===== config.mk =====
export PLATFORM = sky130hd
export DESIGN_NAME = cylinder_profile_sequencer
export DESIGN_NICKNAME = d
export VERILOG_FILES = /design/src/hw/cylinder_profile_sequencer_pkg.sv /design/src/hw/cylinder_profile_sequencer.sv /design/src/hw/dwell_timer.sv
export VERILOG_INCLUDE_DIRS = /design/src /design/src/hw
export SDC_FILE = /design/constraint.sdc
export NUM_CORES = 1
export LEC_CHECK = 0
export ABC_AREA = 1
export BUFFER_PORTS_ARGS = -buffer_cell sky130_fd_sc_hd__buf_2
export CORE_ASPECT_RATIO = 1.2
export CORE_UTILIZATION = 50
export CTS_BUF_LIST = sky130_fd_sc_hd__clkbuf_8
export CTS_CLUSTER_DIAMETER = 150
export CTS_CLUSTER_SIZE = 12
export DETAILED_ROUTE_END_ITERATION = 10
export PLACE_DENSITY_LB_ADDON = 0.12
export SETUP_SLACK_MARGIN = 0.2
export SLEW_MARGIN = 15
export SYNTH_ARGS = -nofsm -noshare
export SYNTH_HDL_FRONTEND = slang
export SYNTH_SLANG_ARGS = --single-unit

===== constraint.sdc =====
create_clock -name clk -period 4.39 [get_ports clk]
set_input_delay 0.439 -clock clk [delete_from_list [all_inputs] [get_ports clk]]
set_output_delay 0.439 -clock clk [all_outputs]
set_load 0.01 [all_outputs]

===== src/hw/cylinder_profile_sequencer_map.svh =====
/*
 Register offsets, field positions, reset values and timing figures of the
 cylinder profile sequencer.
 Assumes a 40 MHz clock and an 8-bit word-aligned register address.
*/
`ifndef CYLINDER_PROFILE_SEQUENCER_MAP_SVH
`define CYLINDER_PROFILE_SEQUENCER_MAP_SVH

// Timing
`define CLK_PERIOD_NS 25
`define DWELL_STEP_NS 100000000
`define DWELL_MAX_STEPS 7'h64
`define SPEED_MAX_PCT 7'h64

// Register offsets
`define CTRL_ADDR 8'h00
`define STATUS_ADDR 8'h04
`define PROFILE_REGION 2'h1
`define PROFILE_MIN 3'h1
`define PROFILE_MAX 3'h7

// Control register fields
`define CTRL_DIRECT_BIT 0
`define CTRL_START_BIT 1
`define CTRL_STOP_BIT 2
`define CTRL_LOCAL_BIT 3
`define CTRL_SEL_LSB 4
`define CTRL_SEL_MSB 6
`define CTRL_SEL_RESET 3'h1

// Profile configuration word fields
`define CFG_SPEED_LSB 0
`define CFG_SPEED_MSB 6
`define CFG_DWELL_LSB 8
`define CFG_DWELL_MSB 14
`define CFG_INPOS_BIT 16
`define CFG_HOLD_BIT 17
`define CFG_END_BIT 18

// Status register fields
`define STAT_IDX_LSB 0
`define STAT_IDX_MSB 2
`define STAT_MOVING_BIT 4
`define STAT_INPOS_BIT 5
`define STAT_SOL_BIT 6
`define STAT_DIRECT_BIT 7
`define STAT_STATE_LSB 8
`define STAT_STATE_MSB 9

// Target reached window, in feedback units
`define POS_TOLERANCE 16'h0004

`endif


===== src/hw/cylinder_profile_sequencer_pkg.sv =====
/*
 Types shared by the cylinder profile sequencer files.
 Assumes the map header supplies all numeric constants.
*/
package cylinder_profile_sequencer_pkg;

	typedef struct packed {
		logic [15:0] target;
		logic [6:0] speed;
		logic [6:0] dwell;
		logic inpos_flag;
		logic hold_flag;
		logic end_flag;
	} profile_t;

	typedef enum logic [1:0] {
		ST_STOPPED,
		ST_MOVE,
		ST_DWELL,
		ST_HOLD
	} seq_state_t;

endpackage


===== src/hw/cylinder_profile_sequencer.sv =====
/*
 Profile sequencer for a hydraulic cylinder position axis: seven stored
 profiles, dwell and automatic advance, direct start/stop control.
 Assumes the closed-loop controller follows target_pos within current_limit,
 and that all inputs are synchronous to clk.
*/
`timescale 1ns/1ps
`include "cylinder_profile_sequencer_map.svh"

// Summary of operation
// Seven stored profiles, selected by index one through seven.
// Each profile holds a target position in feedback units.
// Speed is a 0-100 percent cap on solenoid current only.
// After reaching target, wait dwell of 0-10 s in 0.1 s steps.
// Dwell applies only when the end flag is clear.
// In-position output asserts on reaching target when profile flag set.
// At target, solenoids stay driven if hold flag on, else blocked.
// End flag makes dwell infinite until a new preset is selected.
// Profile edits never change motion directly; parameters latched at load.
// Direct control turned on by host keeps axis stopped until start.
// Direct control turned on locally moves at once to selected profile.
// Direct control accepted only online, remote mode and active state.
// Start moves to current profile; stop halts the axis.
// Dwell expiry starts the move to the next profile automatically.
// Advance goes to next higher index; end flag or index seven halts.
module cylinder_profile_sequencer #(
	parameter int unsigned TENTH_CYCLES = `DWELL_STEP_NS / `CLK_PERIOD_NS
) (
	input wire logic clk,
	input wire logic reset_n,
	input wire logic [7:0] addr,
	input wire logic [31:0] wdata,
	input wire logic wr_en,
	input wire logic rd_en,
	output logic [31:0] rdata,
	input wire logic online,
	input wire logic remote_software_mode,
	input wire logic active_state,
	input wire logic [2:0] profile_select,
	input wire logic [15:0] actual_pos,
	output logic [15:0] target_pos,
	output logic [6:0] current_limit,
	output logic solenoid_enable,
	output logic in_position,
	output logic axis_moving
);

	function automatic logic [6:0] clamp_limit(input logic [6:0] v, input logic [6:0] lim);
		clamp_limit = (v > lim) ? lim : v;
	endfunction

	function automatic logic near_target(input logic [15:0] a, input logic [15:0] b);
		logic [15:0] diff;
		diff = (a > b) ? a - b : b - a;
		near_target = diff <= `POS_TOLERANCE;
	endfunction

	// Control word as software reads it; start and stop read as zero
	function automatic logic [31:0] ctrl_word(input logic direct, input logic local_src,
		input logic [2:0] sel);
		ctrl_word = 32'h0;
		ctrl_word[`CTRL_DIRECT_BIT] = direct;
		ctrl_word[`CTRL_LOCAL_BIT] = local_src;
		ctrl_word[`CTRL_SEL_MSB:`CTRL_SEL_LSB] = sel;
	endfunction

	// Status word as software reads it
	function automatic logic [31:0] status_word(
		input cylinder_profile_sequencer_pkg::seq_state_t st,
		input logic [2:0] idx,
		input logic moving,
		input logic inpos,
		input logic sol,
		input logic direct
	);
		status_word = 32'h0;
		status_word[`STAT_IDX_MSB:`STAT_IDX_LSB] = idx;
		status_word[`STAT_MOVING_BIT] = moving;
		status_word[`STAT_INPOS_BIT] = inpos;
		status_word[`STAT_SOL_BIT] = sol;
		status_word[`STAT_DIRECT_BIT] = direct;
		status_word[`STAT_STATE_MSB:`STAT_STATE_LSB] = st;
	endfunction

	// Profile config word as software reads it
	function automatic logic [31:0] cfg_word(input cylinder_profile_sequencer_pkg::profile_t p);
		cfg_word = 32'h0;
		cfg_word[`CFG_SPEED_MSB:`CFG_SPEED_LSB] = p.speed;
		cfg_word[`CFG_DWELL_MSB:`CFG_DWELL_LSB] = p.dwell;
		cfg_word[`CFG_INPOS_BIT] = p.inpos_flag;
		cfg_word[`CFG_HOLD_BIT] = p.hold_flag;
		cfg_word[`CFG_END_BIT] = p.end_flag;
	endfunction

	// Stored profiles and active copy
	cylinder_profile_sequencer_pkg::profile_t prof_q [1:7];
	cylinder_profile_sequencer_pkg::profile_t act_q;
	cylinder_profile_sequencer_pkg::profile_t act_d;
	logic [2:0] act_idx_q;
	cylinder_profile_sequencer_pkg::seq_state_t state_q;
	cylinder_profile_sequencer_pkg::seq_state_t state_d;

	// Control register
	logic direct_on_q;
	logic local_src_q;
	logic [2:0] sel_q;
	logic direct_ok_q;
	logic [2:0] pin_sel_q;

	// Output flops
	logic [31:0] rdata_q;
	logic [15:0] target_pos_q;
	logic [6:0] current_limit_q;
	logic solenoid_en_q;
	logic in_position_q;
	logic moving_q;

	// Bus decode
	wire ctrl_hit = addr == `CTRL_ADDR;
	wire status_hit = addr == `STATUS_ADDR;
	wire prof_region = addr[7:6] == `PROFILE_REGION;
	wire [2:0] prof_idx = addr[5:3];
	wire prof_hit = prof_region && prof_idx != 3'h0 && addr[1:0] == 2'h0;
	wire prof_cfg = addr[2];
	wire ctrl_wr = wr_en && ctrl_hit;
	wire prof_wr = wr_en && prof_hit;
	wire start_cmd = ctrl_wr && wdata[`CTRL_START_BIT];
	wire stop_cmd = ctrl_wr && wdata[`CTRL_STOP_BIT];
	wire [6:0] wr_speed = clamp_limit(wdata[`CFG_SPEED_MSB:`CFG_SPEED_LSB],
		`SPEED_MAX_PCT);
	wire [6:0] wr_dwell = clamp_limit(wdata[`CFG_DWELL_MSB:`CFG_DWELL_LSB],
		`DWELL_MAX_STEPS);

	// Direct control qualification
	wire direct_ok = direct_on_q && online && remote_software_mode && active_state;
	wire direct_rise = direct_ok && !direct_ok_q;
	wire direct_fall = direct_ok_q && !direct_ok;

	// Fixed preset selection from the digital inputs when not in direct control
	wire pin_new = !direct_ok && profile_select != pin_sel_q && profile_select != 3'h0;

	// Move and halt requests
	wire local_go = direct_rise && local_src_q;
	wire host_hold = direct_rise && !local_src_q;
	wire direct_go = direct_ok && (start_cmd || local_go);
	wire go_cmd = direct_go || pin_new;
	wire [2:0] go_idx = direct_ok ? sel_q : profile_select;
	wire go_valid = go_cmd && go_idx != 3'h0;
	wire halt_cmd = (direct_ok && stop_cmd) || host_hold || direct_fall;

	wire at_target = near_target(actual_pos, act_q.target);
	wire dwell_done;
	wire last_profile = act_idx_q == `PROFILE_MAX;
	wire [2:0] next_idx = act_idx_q + 3'h1;

	logic load;
	logic [2:0] load_idx;
	logic dwell_start;

	always_comb
	begin
		state_d = state_q;
		load = 1'b0;
		load_idx = act_idx_q;
		dwell_start = 1'b0;
		if (halt_cmd)
			state_d = cylinder_profile_sequencer_pkg::ST_STOPPED;
		else if (go_valid)
		begin
			state_d = cylinder_profile_sequencer_pkg::ST_MOVE;
			load = 1'b1;
			load_idx = go_idx;
		end
		else
		begin
			unique case (state_q)
				cylinder_profile_sequencer_pkg::ST_MOVE:
				begin
					if (at_target && act_q.end_flag)
						state_d = cylinder_profile_sequencer_pkg::ST_HOLD;
					else if (at_target)
					begin
						state_d = cylinder_profile_sequencer_pkg::ST_DWELL;
						dwell_start = 1'b1;
					end
				end
				cylinder_profile_sequencer_pkg::ST_DWELL:
				begin
					if (dwell_done && last_profile)
						state_d = cylinder_profile_sequencer_pkg::ST_HOLD;
					else if (dwell_done)
					begin
						state_d = cylinder_profile_sequencer_pkg::ST_MOVE;
						load = 1'b1;
						load_idx = next_idx;
					end
				end
				cylinder_profile_sequencer_pkg::ST_HOLD:
					state_d = state_q;
				cylinder_profile_sequencer_pkg::ST_STOPPED:
					state_d = state_q;
			endcase
		end
	end

	// Parameters are captured only when a move begins
	assign act_d = load ? prof_q[load_idx] : act_q;

	wire st_move = state_d == cylinder_profile_sequencer_pkg::ST_MOVE;
	wire st_arrived = state_d == cylinder_profile_sequencer_pkg::ST_DWELL ||
		state_d == cylinder_profile_sequencer_pkg::ST_HOLD;
	wire sol_d = st_move || (st_arrived && act_d.hold_flag);
	wire inpos_d = st_arrived && act_d.inpos_flag;
	wire [6:0] limit_d = sol_d ? act_d.speed : 7'h00;
	wire [15:0] target_d = load ? prof_q[load_idx].target : target_pos_q;

	dwell_timer #(
		.TENTH_CYCLES(TENTH_CYCLES)
	) u_dwell (
		.clk(clk),
		.reset_n(reset_n),
		.start(dwell_start),
		.steps(act_q.dwell),
		.done(dwell_done)
	);

	// Read mux
	// Index 0 has no slot; read slot 1 instead, the hit decode zeroes it
	wire [2:0] prof_slot = prof_hit ? prof_idx : `PROFILE_MIN;
	wire [31:0] ctrl_rd = ctrl_word(direct_on_q, local_src_q, sel_q);
	wire [31:0] status_rd = status_word(state_q, act_idx_q, moving_q, in_position_q,
		solenoid_en_q, direct_ok_q);
	wire [31:0] cfg_rd = cfg_word(prof_q[prof_slot]);
	wire [31:0] tgt_rd = {16'h0, prof_q[prof_slot].target};
	wire [31:0] prof_rd = prof_cfg ? cfg_rd : tgt_rd;
	wire [31:0] rd_mux = ctrl_hit ? ctrl_rd :
		status_hit ? status_rd :
		prof_hit ? prof_rd : 32'h0;
	wire [31:0] rdata_d = rd_en ? rd_mux : 32'h0;

	always_ff @(posedge clk or negedge reset_n)
	begin
		if (!reset_n)
			for (int i = 1; i <= 7; i++)
				prof_q[i] <= '0;
		else if (prof_wr && !prof_cfg)
			prof_q[prof_idx].target <= wdata[15:0];
		else if (prof_wr)
		begin
			prof_q[prof_idx].speed <= wr_speed;
			prof_q[prof_idx].dwell <= wr_dwell;
			prof_q[prof_idx].inpos_flag <= wdata[`CFG_INPOS_BIT];
			prof_q[prof_idx].hold_flag <= wdata[`CFG_HOLD_BIT];
			prof_q[prof_idx].end_flag <= wdata[`CFG_END_BIT];
		end
	end

	always_ff @(posedge clk or negedge reset_n)
	begin
		if (!reset_n)
		begin
			direct_on_q <= 1'b0;
			local_src_q <= 1'b0;
			sel_q <= `CTRL_SEL_RESET;
		end
		else if (ctrl_wr)
		begin
			direct_on_q <= wdata[`CTRL_DIRECT_BIT];
			local_src_q <= wdata[`CTRL_LOCAL_BIT];
			sel_q <= wdata[`CTRL_SEL_MSB:`CTRL_SEL_LSB];
		end
	end

	always_ff @(posedge clk or negedge reset_n)
	begin
		if (!reset_n)
		begin
			direct_ok_q <= 1'b0;
			pin_sel_q <= 3'h0;
		end
		else
		begin
			direct_ok_q <= direct_ok;
			pin_sel_q <= profile_select;
		end
	end

	always_ff @(posedge clk or negedge reset_n)
	begin
		if (!reset_n)
			state_q <= cylinder_profile_sequencer_pkg::ST_STOPPED;
		else
			state_q <= state_d;
	end

	always_ff @(posedge clk or negedge reset_n)
	begin
		if (!reset_n)
		begin
			act_q <= '0;
			act_idx_q <= 3'h0;
		end
		else
		begin
			act_q <= act_d;
			act_idx_q <= load_idx;
		end
	end

	always_ff @(posedge clk or negedge reset_n)
	begin
		if (!reset_n)
			rdata_q <= 32'h0;
		else
			rdata_q <= rdata_d;
	end

	always_ff @(posedge clk or negedge reset_n)
	begin
		if (!reset_n)
		begin
			target_pos_q <= 16'h0;
			current_limit_q <= 7'h00;
		end
		else
		begin
			target_pos_q <= target_d;
			current_limit_q <= limit_d;
		end
	end

	always_ff @(posedge clk or negedge reset_n)
	begin
		if (!reset_n)
		begin
			solenoid_en_q <= 1'b0;
			in_position_q <= 1'b0;
			moving_q <= 1'b0;
		end
		else
		begin
			solenoid_en_q <= sol_d;
			in_position_q <= inpos_d;
			moving_q <= st_move;
		end
	end

	assign rdata = rdata_q;
	assign target_pos = target_pos_q;
	assign current_limit = current_limit_q;
	assign solenoid_enable = solenoid_en_q;
	assign in_position = in_position_q;
	assign axis_moving = moving_q;

endmodule


===== src/hw/dwell_timer.sv =====
/*
 Dwell timer counting in tenths of a second.
 Assumes start is a one-cycle pulse; a new start restarts the count.
*/
`timescale 1ns/1ps

module dwell_timer #(
	parameter int unsigned TENTH_CYCLES = 4000000
) (
	input wire logic clk,
	input wire logic reset_n,
	input wire logic start,
	input wire logic [6:0] steps,
	output logic done
);

	logic busy_q;
	logic [6:0] left_q;
	logic [31:0] pre_q;
	logic done_q;
	wire pre_wrap = pre_q == 32'(TENTH_CYCLES - 1);
	wire finish = busy_q && left_q == 7'h00;

	always_ff @(posedge clk or negedge reset_n)
	begin
		if (!reset_n)
		begin
			busy_q <= 1'b0;
			left_q <= 7'h00;
			pre_q <= 32'h0;
			done_q <= 1'b0;
		end
		else if (start)
		begin
			busy_q <= 1'b1;
			left_q <= steps;
			pre_q <= 32'h0;
			done_q <= 1'b0;
		end
		else
		begin
			done_q <= finish;
			if (finish)
				busy_q <= 1'b0;
			else if (busy_q && pre_wrap)
			begin
				pre_q <= 32'h0;
				left_q <= left_q - 7'h01;
			end
			else if (busy_q)
				pre_q <= pre_q + 32'h1;
		end
	end

	assign done = done_q;

endmodule


* Yosys cells after proc, flatten, opt, wreduce, memory -nomap -nowiden *
Cells that the tools add are included.

storage, ports and cells
  register bits after elaboration = 348
  latch bits = 0
  memory bits (writable) = 0
  ROM bits = 0
  bits of input ports = 66
  memories kept = 0

operators by class
  $add $sub $neg = 5
  multiply operators = 0
  divide/modulo/power cells = 0
  magnitude comparators = 8
  eq/ne operators = 12
  shift operators = 0
  multiplexer cells = 70
  bitwise operators = 3
  reduce and logical (&&, ||, !) cells = 50

operators by type and width
  cell                                                                                count
  231-bit bitwise mux                                                                 6
  33-bit demux with 3-bit select                                                      6
  231-bit 2-to-1 mux                                                                  2
  33-bit binary-select mux with 3-bit select                                          2
  33-bit 2-to-1 mux                                                                   5
  32-bit 2-to-1 mux                                                                   4
  19-bit 2-to-1 mux                                                                   5
  7-bit 2-to-1 mux                                                                    6
  17-bit 2-to-1 mux                                                                   2
  32-bit by 1-bit adder with 32-bit output (second input constant)                    1
  32-bit by 22-bit == test with 1-bit output (second input constant)                  1
  16-bit subtractor                                                                   2
  1-bit logical AND                                                                   26
  3-bit 2-to-1 mux                                                                    8
  16-bit > comparator                                                                 1
  16-bit by 3-bit less-or-equal comparator with 1-bit output (second input constant)  1
  16-bit 2-to-1 mux                                                                   1
  7-bit > comparator (second input constant)                                          2
  1-bit 2-to-1 mux                                                                    14
  2-bit 2-to-1 mux                                                                    7
  4-bit greater-or-equal comparator (second input constant)                           3
  3-bit inverter with 4-bit output                                                    3
  3-bit nonzero test                                                                  4
  10-bit 2-to-1 mux                                                                   1
  other kinds (18)                                                                    35

* Logic depth before layout (Yosys ltp) *
  word-level depth = 19
  depth in mapped cells = 26
  depth with buffers taken out = 25

* Cells and area by module *
From an unflattened synthesis, not the netlist that was laid out.

unflattened totals
  cell total of the unflattened synthesis = 2,869
  area, all modules = 20,682.3 µm²

modules (own cells, without submodules)
  module                      times used  cells an instance  area each (µm²)  sequential area each (µm²)
  cylinder_profile_sequencer  1           2,421              17,737.0         7,683.6
  dwell_timer                 1           448                2,945.3          1,026.0

* Worst setup path after synthesis *
Ideal clock, no wire load.

  path kind = in2reg
  start point = in actual_pos[11]
  end point = reg u_dwell.left_q[0]
  arrival time = 2.581 ns
  required time = 4.273 ns
  path slack = 1.693 ns
  cell stages on the path = 22
  buffers on the path = 2
  cells stage by stage = inv_1 > ha_1 > nand2_2 > inv_1 > a21oi_2 > nor2_1 > nor2_2 > nand2_4 > nand2_2 > buf_6 > nand3_1 > nand2_1 > nand3b_1 > nor2_2 > nand3_2 > inv_2 > nand2_4 > buf_6 > nand2_4 > nand2_4 > nor2_1 > nor2_1

on the way
  cells in the longest elaborated chain, start to end = 10
  elaborated cells between the ends (all ways) = 15
  classes of those cells = add/sub (2); order compare (2); eq/ne (1); mux (7); reduce/logical (3)

RTL lines
  element                                                                              line                                                                  text
  start, declared                                                                      cylinder_profile_sequencer.sv:40                                      input wire logic [15:0] actual_pos,
  16-bit subtractor / 16-bit > comparator (equally long branches)                      cylinder_profile_sequencer.sv:54                                      diff = (a > b) ? a - b : b - a;
  16-bit 2-to-1 mux (*)                                                                cylinder_profile_sequencer.sv:54
  16-bit by 3-bit less-or-equal comparator with 1-bit output (no source line) (*)      --
  1-bit 2-to-1 mux / 1-bit logical AND (equally long branches)                         cylinder_profile_sequencer.sv:181, cylinder_profile_sequencer.sv:179
  1-bit 2-to-1 mux (*)                                                                 cylinder_profile_sequencer.sv:179                                     if (at_target && act_q.end_flag)
  1-bit 2-to-1 mux (*)                                                                 cylinder_profile_sequencer.sv:176                                     unique case (state_q)
  1-bit 2-to-1 mux (*)                                                                 cylinder_profile_sequencer.sv:168                                     else if (go_valid)
  1-bit 2-to-1 mux (*)                                                                 cylinder_profile_sequencer.sv:166                                     if (halt_cmd)
  2-bit inequality test (no source line) / 2-bit nonzero test (equally long branches)  --
  2-bit AND reduction (no source line)                                                 --
  end signal, assigned                                                                 dwell_timer.sv:36                                                     left_q <= steps;
  end signal, assigned                                                                 dwell_timer.sv:48                                                     left_q <= left_q - 7'h01;
  end, declared                                                                        dwell_timer.sv:18                                                     logic [6:0] left_q;

Mark *: on every way between the ends. The rest lies on a longest branch, timed or not.
A chain may end at the register's enable or synchronous reset.

==> impl.org <==
** STA
- Derived from the worst setup path, the maximum achievable clock frequency is 278.3 MHz.
- Setup Skew :: 22.11 ps
- Setup repair after global routing left no endpoint under its margin.
- Hold Fails Final Rpt :: 0
- Setup total negative slack on the finished layout was measured at 0 ps.
- Fraction of the cycle the final worst path needs :: 0.8186
- Count of final max-slew check failures :: 0
- Number of setup violations in the final report :: 0
- Measured slew at the worst slew-check pin :: 1002 ps
- The routed design could run at a clock period as short as 3593 ps.
- Measured against its own limit, the worst slew margin works out to 0.3302.

** Die
- Initial core utilization :: 0.5093
- The floorplan step defined a die boundary enclosing 42430 µm².
- 124 I/O pins were placed.
- In this run the vertical extent of the chip is 225.4 µm.
- Row generation in the floorplan step produced 81 rows.
- The floorplan step defined a core boundary enclosing 40840 µm².
- The die is 188.2 µm wide.

** Critical path
- Setup slack of the most critical reg-to-reg path :: 800 ps
- Category of the most critical setup path :: flop to flop
- Along the worst path, the maximum fanout reaches 12.
- Sort of element at the end of the critical path :: flop
- In this run the critical register-to-register path is launched from target_pos[8].
- For the worst setup path, the data arrival time is 4050 ps.
- Required @ worst endpoint :: 4850 ps
- Worst setup startpoint :: target_pos[8]
- Type of element launching the critical path :: flop

** Detailed routing
- For this block, the via count after detailed routing is 19520.
- Wire length reported by the detailed router :: 67360 µm
- Dividing the detail-routed wire length by the instance count gives 19.65 µm.
- Pre-antenna DRT Iters :: 6
- After the first detailed-routing iteration, the DRC count stood at 1751.
- DRC violations left :: 0
- The count of nets left with antenna violations once routing finished came out at 0.
- Via/cell ratio :: 5.693

** Placed design
- In this run the tool buffered the top-level ports with 97 buffer cells.
- Final GP Congestion :: 0.9404
- Post-detailed-placement half-perimeter wirelength :: 45570 µm
- Placed cell count :: 3382

** Global routing
- Vias in the first global route :: 18580
- Global-route wire length before repair :: 105300 µm
- Global-route usage over all layers :: 0.3213
- The total overflow left after global routing is 0.
- Maximum number of pins on one net before global-route repair :: 116
- Initial antenna violation count :: 4

** Logic synthesis
- Ranked by instance count, the synthesized netlist is headed by 788 x nand2_1, 387 x o21ai_0, 358 x inv_1.
- Among all flip-flop cells after synthesis, the most frequent one is dfrtp_1.
- Sequential element share of the synthesized area :: 0.4187
- Instance count of the mapped netlist :: 2856
- Yosys mapped a number of flops with a built-in enable equal to 0.
- Proportion of register bits with asynchronous set or reset after synthesis :: 1.000
- Avg Synthesized Cell Area :: 7.284 µm²
- Share of the synthesized area in the top cell type :: 0.4174
- Summed over all instances, the cell type with the most area after synthesis is dfrtp_1.
- Count leader, synth :: nand2_1
- Flop and latch count out of synthesis :: 348
- Warnings from Yosys :: 0
- Mapped Area :: 20800 µm²
- The number of different library cells used by synthesis comes to 53.
- Cell types with the largest area share after synthesis :: dfrtp_1 42%, nand2_1 14%, o21ai_0 9.3%

** Layout
- Filler cell count :: 3953
- Post-synthesis to final-layout area growth :: 6.718%
- Of the cells placed in the final design, the portion with a size suffix greater than 1 is 0.08930.
- Excluding fillers, the count of instances in the completed layout stands at 3429.
- Total Nets Final :: 2983

** Clocking
- Clock insertion delay at the later pin of the skew report :: 580 ps
- Clk pin slew, worst setup/hold paths :: 80 ps
- Total number of clock tree sinks :: 348
- Root Driver :: clkbuf_8
- Post-CTS setup-driven buffer insertion count :: 0
- Buffers inserted during clock tree synthesis total 34.
- The H-tree generated during clock tree synthesis spans 2 levels.
- TritonCTS built the clock tree.
- The number of gates resized after CTS was 0.
- The clock passes through at most 3 buffers.
- Number of hold buffers added after cts :: 2

** Hold path
- The worst hold path begins at profile_select[0].
- The worst hold path belongs to the class input port to flop.

** Power
- Across the VDD grid, the largest voltage drop is 240.9 µV.
- Power density over the cells :: 358.0 nW/µm²
- In this run the static leakage power is 10.76 nW.

** Run
- Max-cap violations in this run came to 0.

** Run status
- Run status :: completed
[final timing paths]
path / depth (start not counted) / endpoint
max in group asynchronous: 3 / prof_q[21]
setup / recovery: 18 / u_dwell.pre_q[5]
setup reg to reg: 18 / u_dwell.pre_q[5]
hold / removal: 1 / pin_sel_q[0]
min in group asynchronous: 2 / target_pos[9]
hold reg to reg: 2 / prof_q[167]
[layout by cell type (no fill, tap or decap), drive strengths merged, types with 13 or more instances in the layout]
master | synthesis | routed
ha | 36 | 36
nor2 | 135 | 135
o21ai | 414 | 414
nor3 | 25 | 25
a21oi | 89 | 89
buf | 89 | 152
inv | 368 | 375
nand3 | 193 | 193
xor2 | 30 | 30
conb | 1 | 13
o211ai | 98 | 98
nand4 | 23 | 23
clkbuf | 88 | 37
nand2 | 812 | 812
dfrtp | 347 | 347
[registers in the layout, summed over array words and instances (netlist names), 2 cells and up]
| name | count |
|---|---|
| u_dwell.pre_q | 32 |
| rdata | 19 |
| u_dwell.left_q | 7 |
| act_q | 17 |
| state_q | 2 |
| target_pos | 16 |
| pin_sel_q | 3 |
| act_idx_q | 3 |
| prof_q | 231 |
| sel_q | 3 |
| current_limit | 7 |
[power breakdown]
part | switching (mW) | leakage [nW] | internal [mW]
sequential | 0.176 | 4.70 | 3.45
clock | 1.12 | 0.303 | 0.760
combinational | 1.67 | 5.75 | 0.773
[final cells by class]
| class | instances | area, µm² | area share |
|---|---|---|---|
| clock inverters | 7 | 26.28 | 0.001184 |
| inverters | 369 | 1385 | 0.06239 |
| flip-flops and latches | 348 | 8710 | 0.3923 |
| repair buffers | 154 | 1054 | 0.04746 |
| clock buffers | 37 | 509.2 | 0.02294 |
| well taps | 539 | 674.4 | 0.03038 |
| multi-input cells | 1974 | 9839 | 0.4432 |
| diodes | 1 | 2.502 | 0.0001127 |
[critical path, cell delays in order, from the launching register on]
cell,delay (ps)
dfrtp_1,460
ha_1,460
nand2_2,100
nor2_2,160
inv_2,70
nor2_4,120
nand3_2,140
nand2_2,260
inv_1,160
nand2_1,90
nand2_1,50
nor2_1,80
nand2_1,70
nor2_2,220
nand3_2,120
inv_2,110
nand4_1,450
nand3b_1,270
nand2_1,60
[logic make-up (layout without fill, tap and decap cells)]
logic type,after synthesis,in the layout,synth area share
AOI/OAI and AO/OA,671,671,0.1845
adders and majority gates,36,36,0.02165
and+or+nand+nor,1214,1214,0.2458
muxes,2,2,0.001083
buffers and inverters,546,567,0.1122
xor gates and xnor gates,38,38,0.01600
DFF,348,348,0.4187
other,1,14,0.0001803
[routing by layer]
| layer | wire (µm) | part of all wire | GRT usage | vias up |
|---|---|---|---|---|
| met3 | 5194 | 0.077 | 0.04749 | 172 |
| li1 | - | - | - | 9312 |
| met1 | 27520 | 0.41 | 0.4125 | 9205 |
| met4 | 3088 | 0.046 | 0.1547 | 4 |
| met2 | 31540 | 0.47 | 0.5314 | 829 |
| met5 | 19 | 0.00028 | 0 | - |
[metrics by stage]
stage / setup slack (ps) / total power [mW] / hold slack, ps / util / area, µm²
detailed placement: 628.8 / 6.106 / 463.2 / 0.5299 / 21640
global placement: 688.9 / 6.054 / 463.4 / 0.5299 / 21640
finish: 796.5 / 7.949 / 45.51 / 0.5435 / 22200
global route: 378.2 / 8.452 / 16.74 / 0.5435 / 22200
floorplan: 1693 / 5.390 / 143.4 / - / 20850
CTS: 787.4 / 7.992 / 14.11 / 0.5435 / 22200
Note: power is estimated with default switching activity, not from simulation.
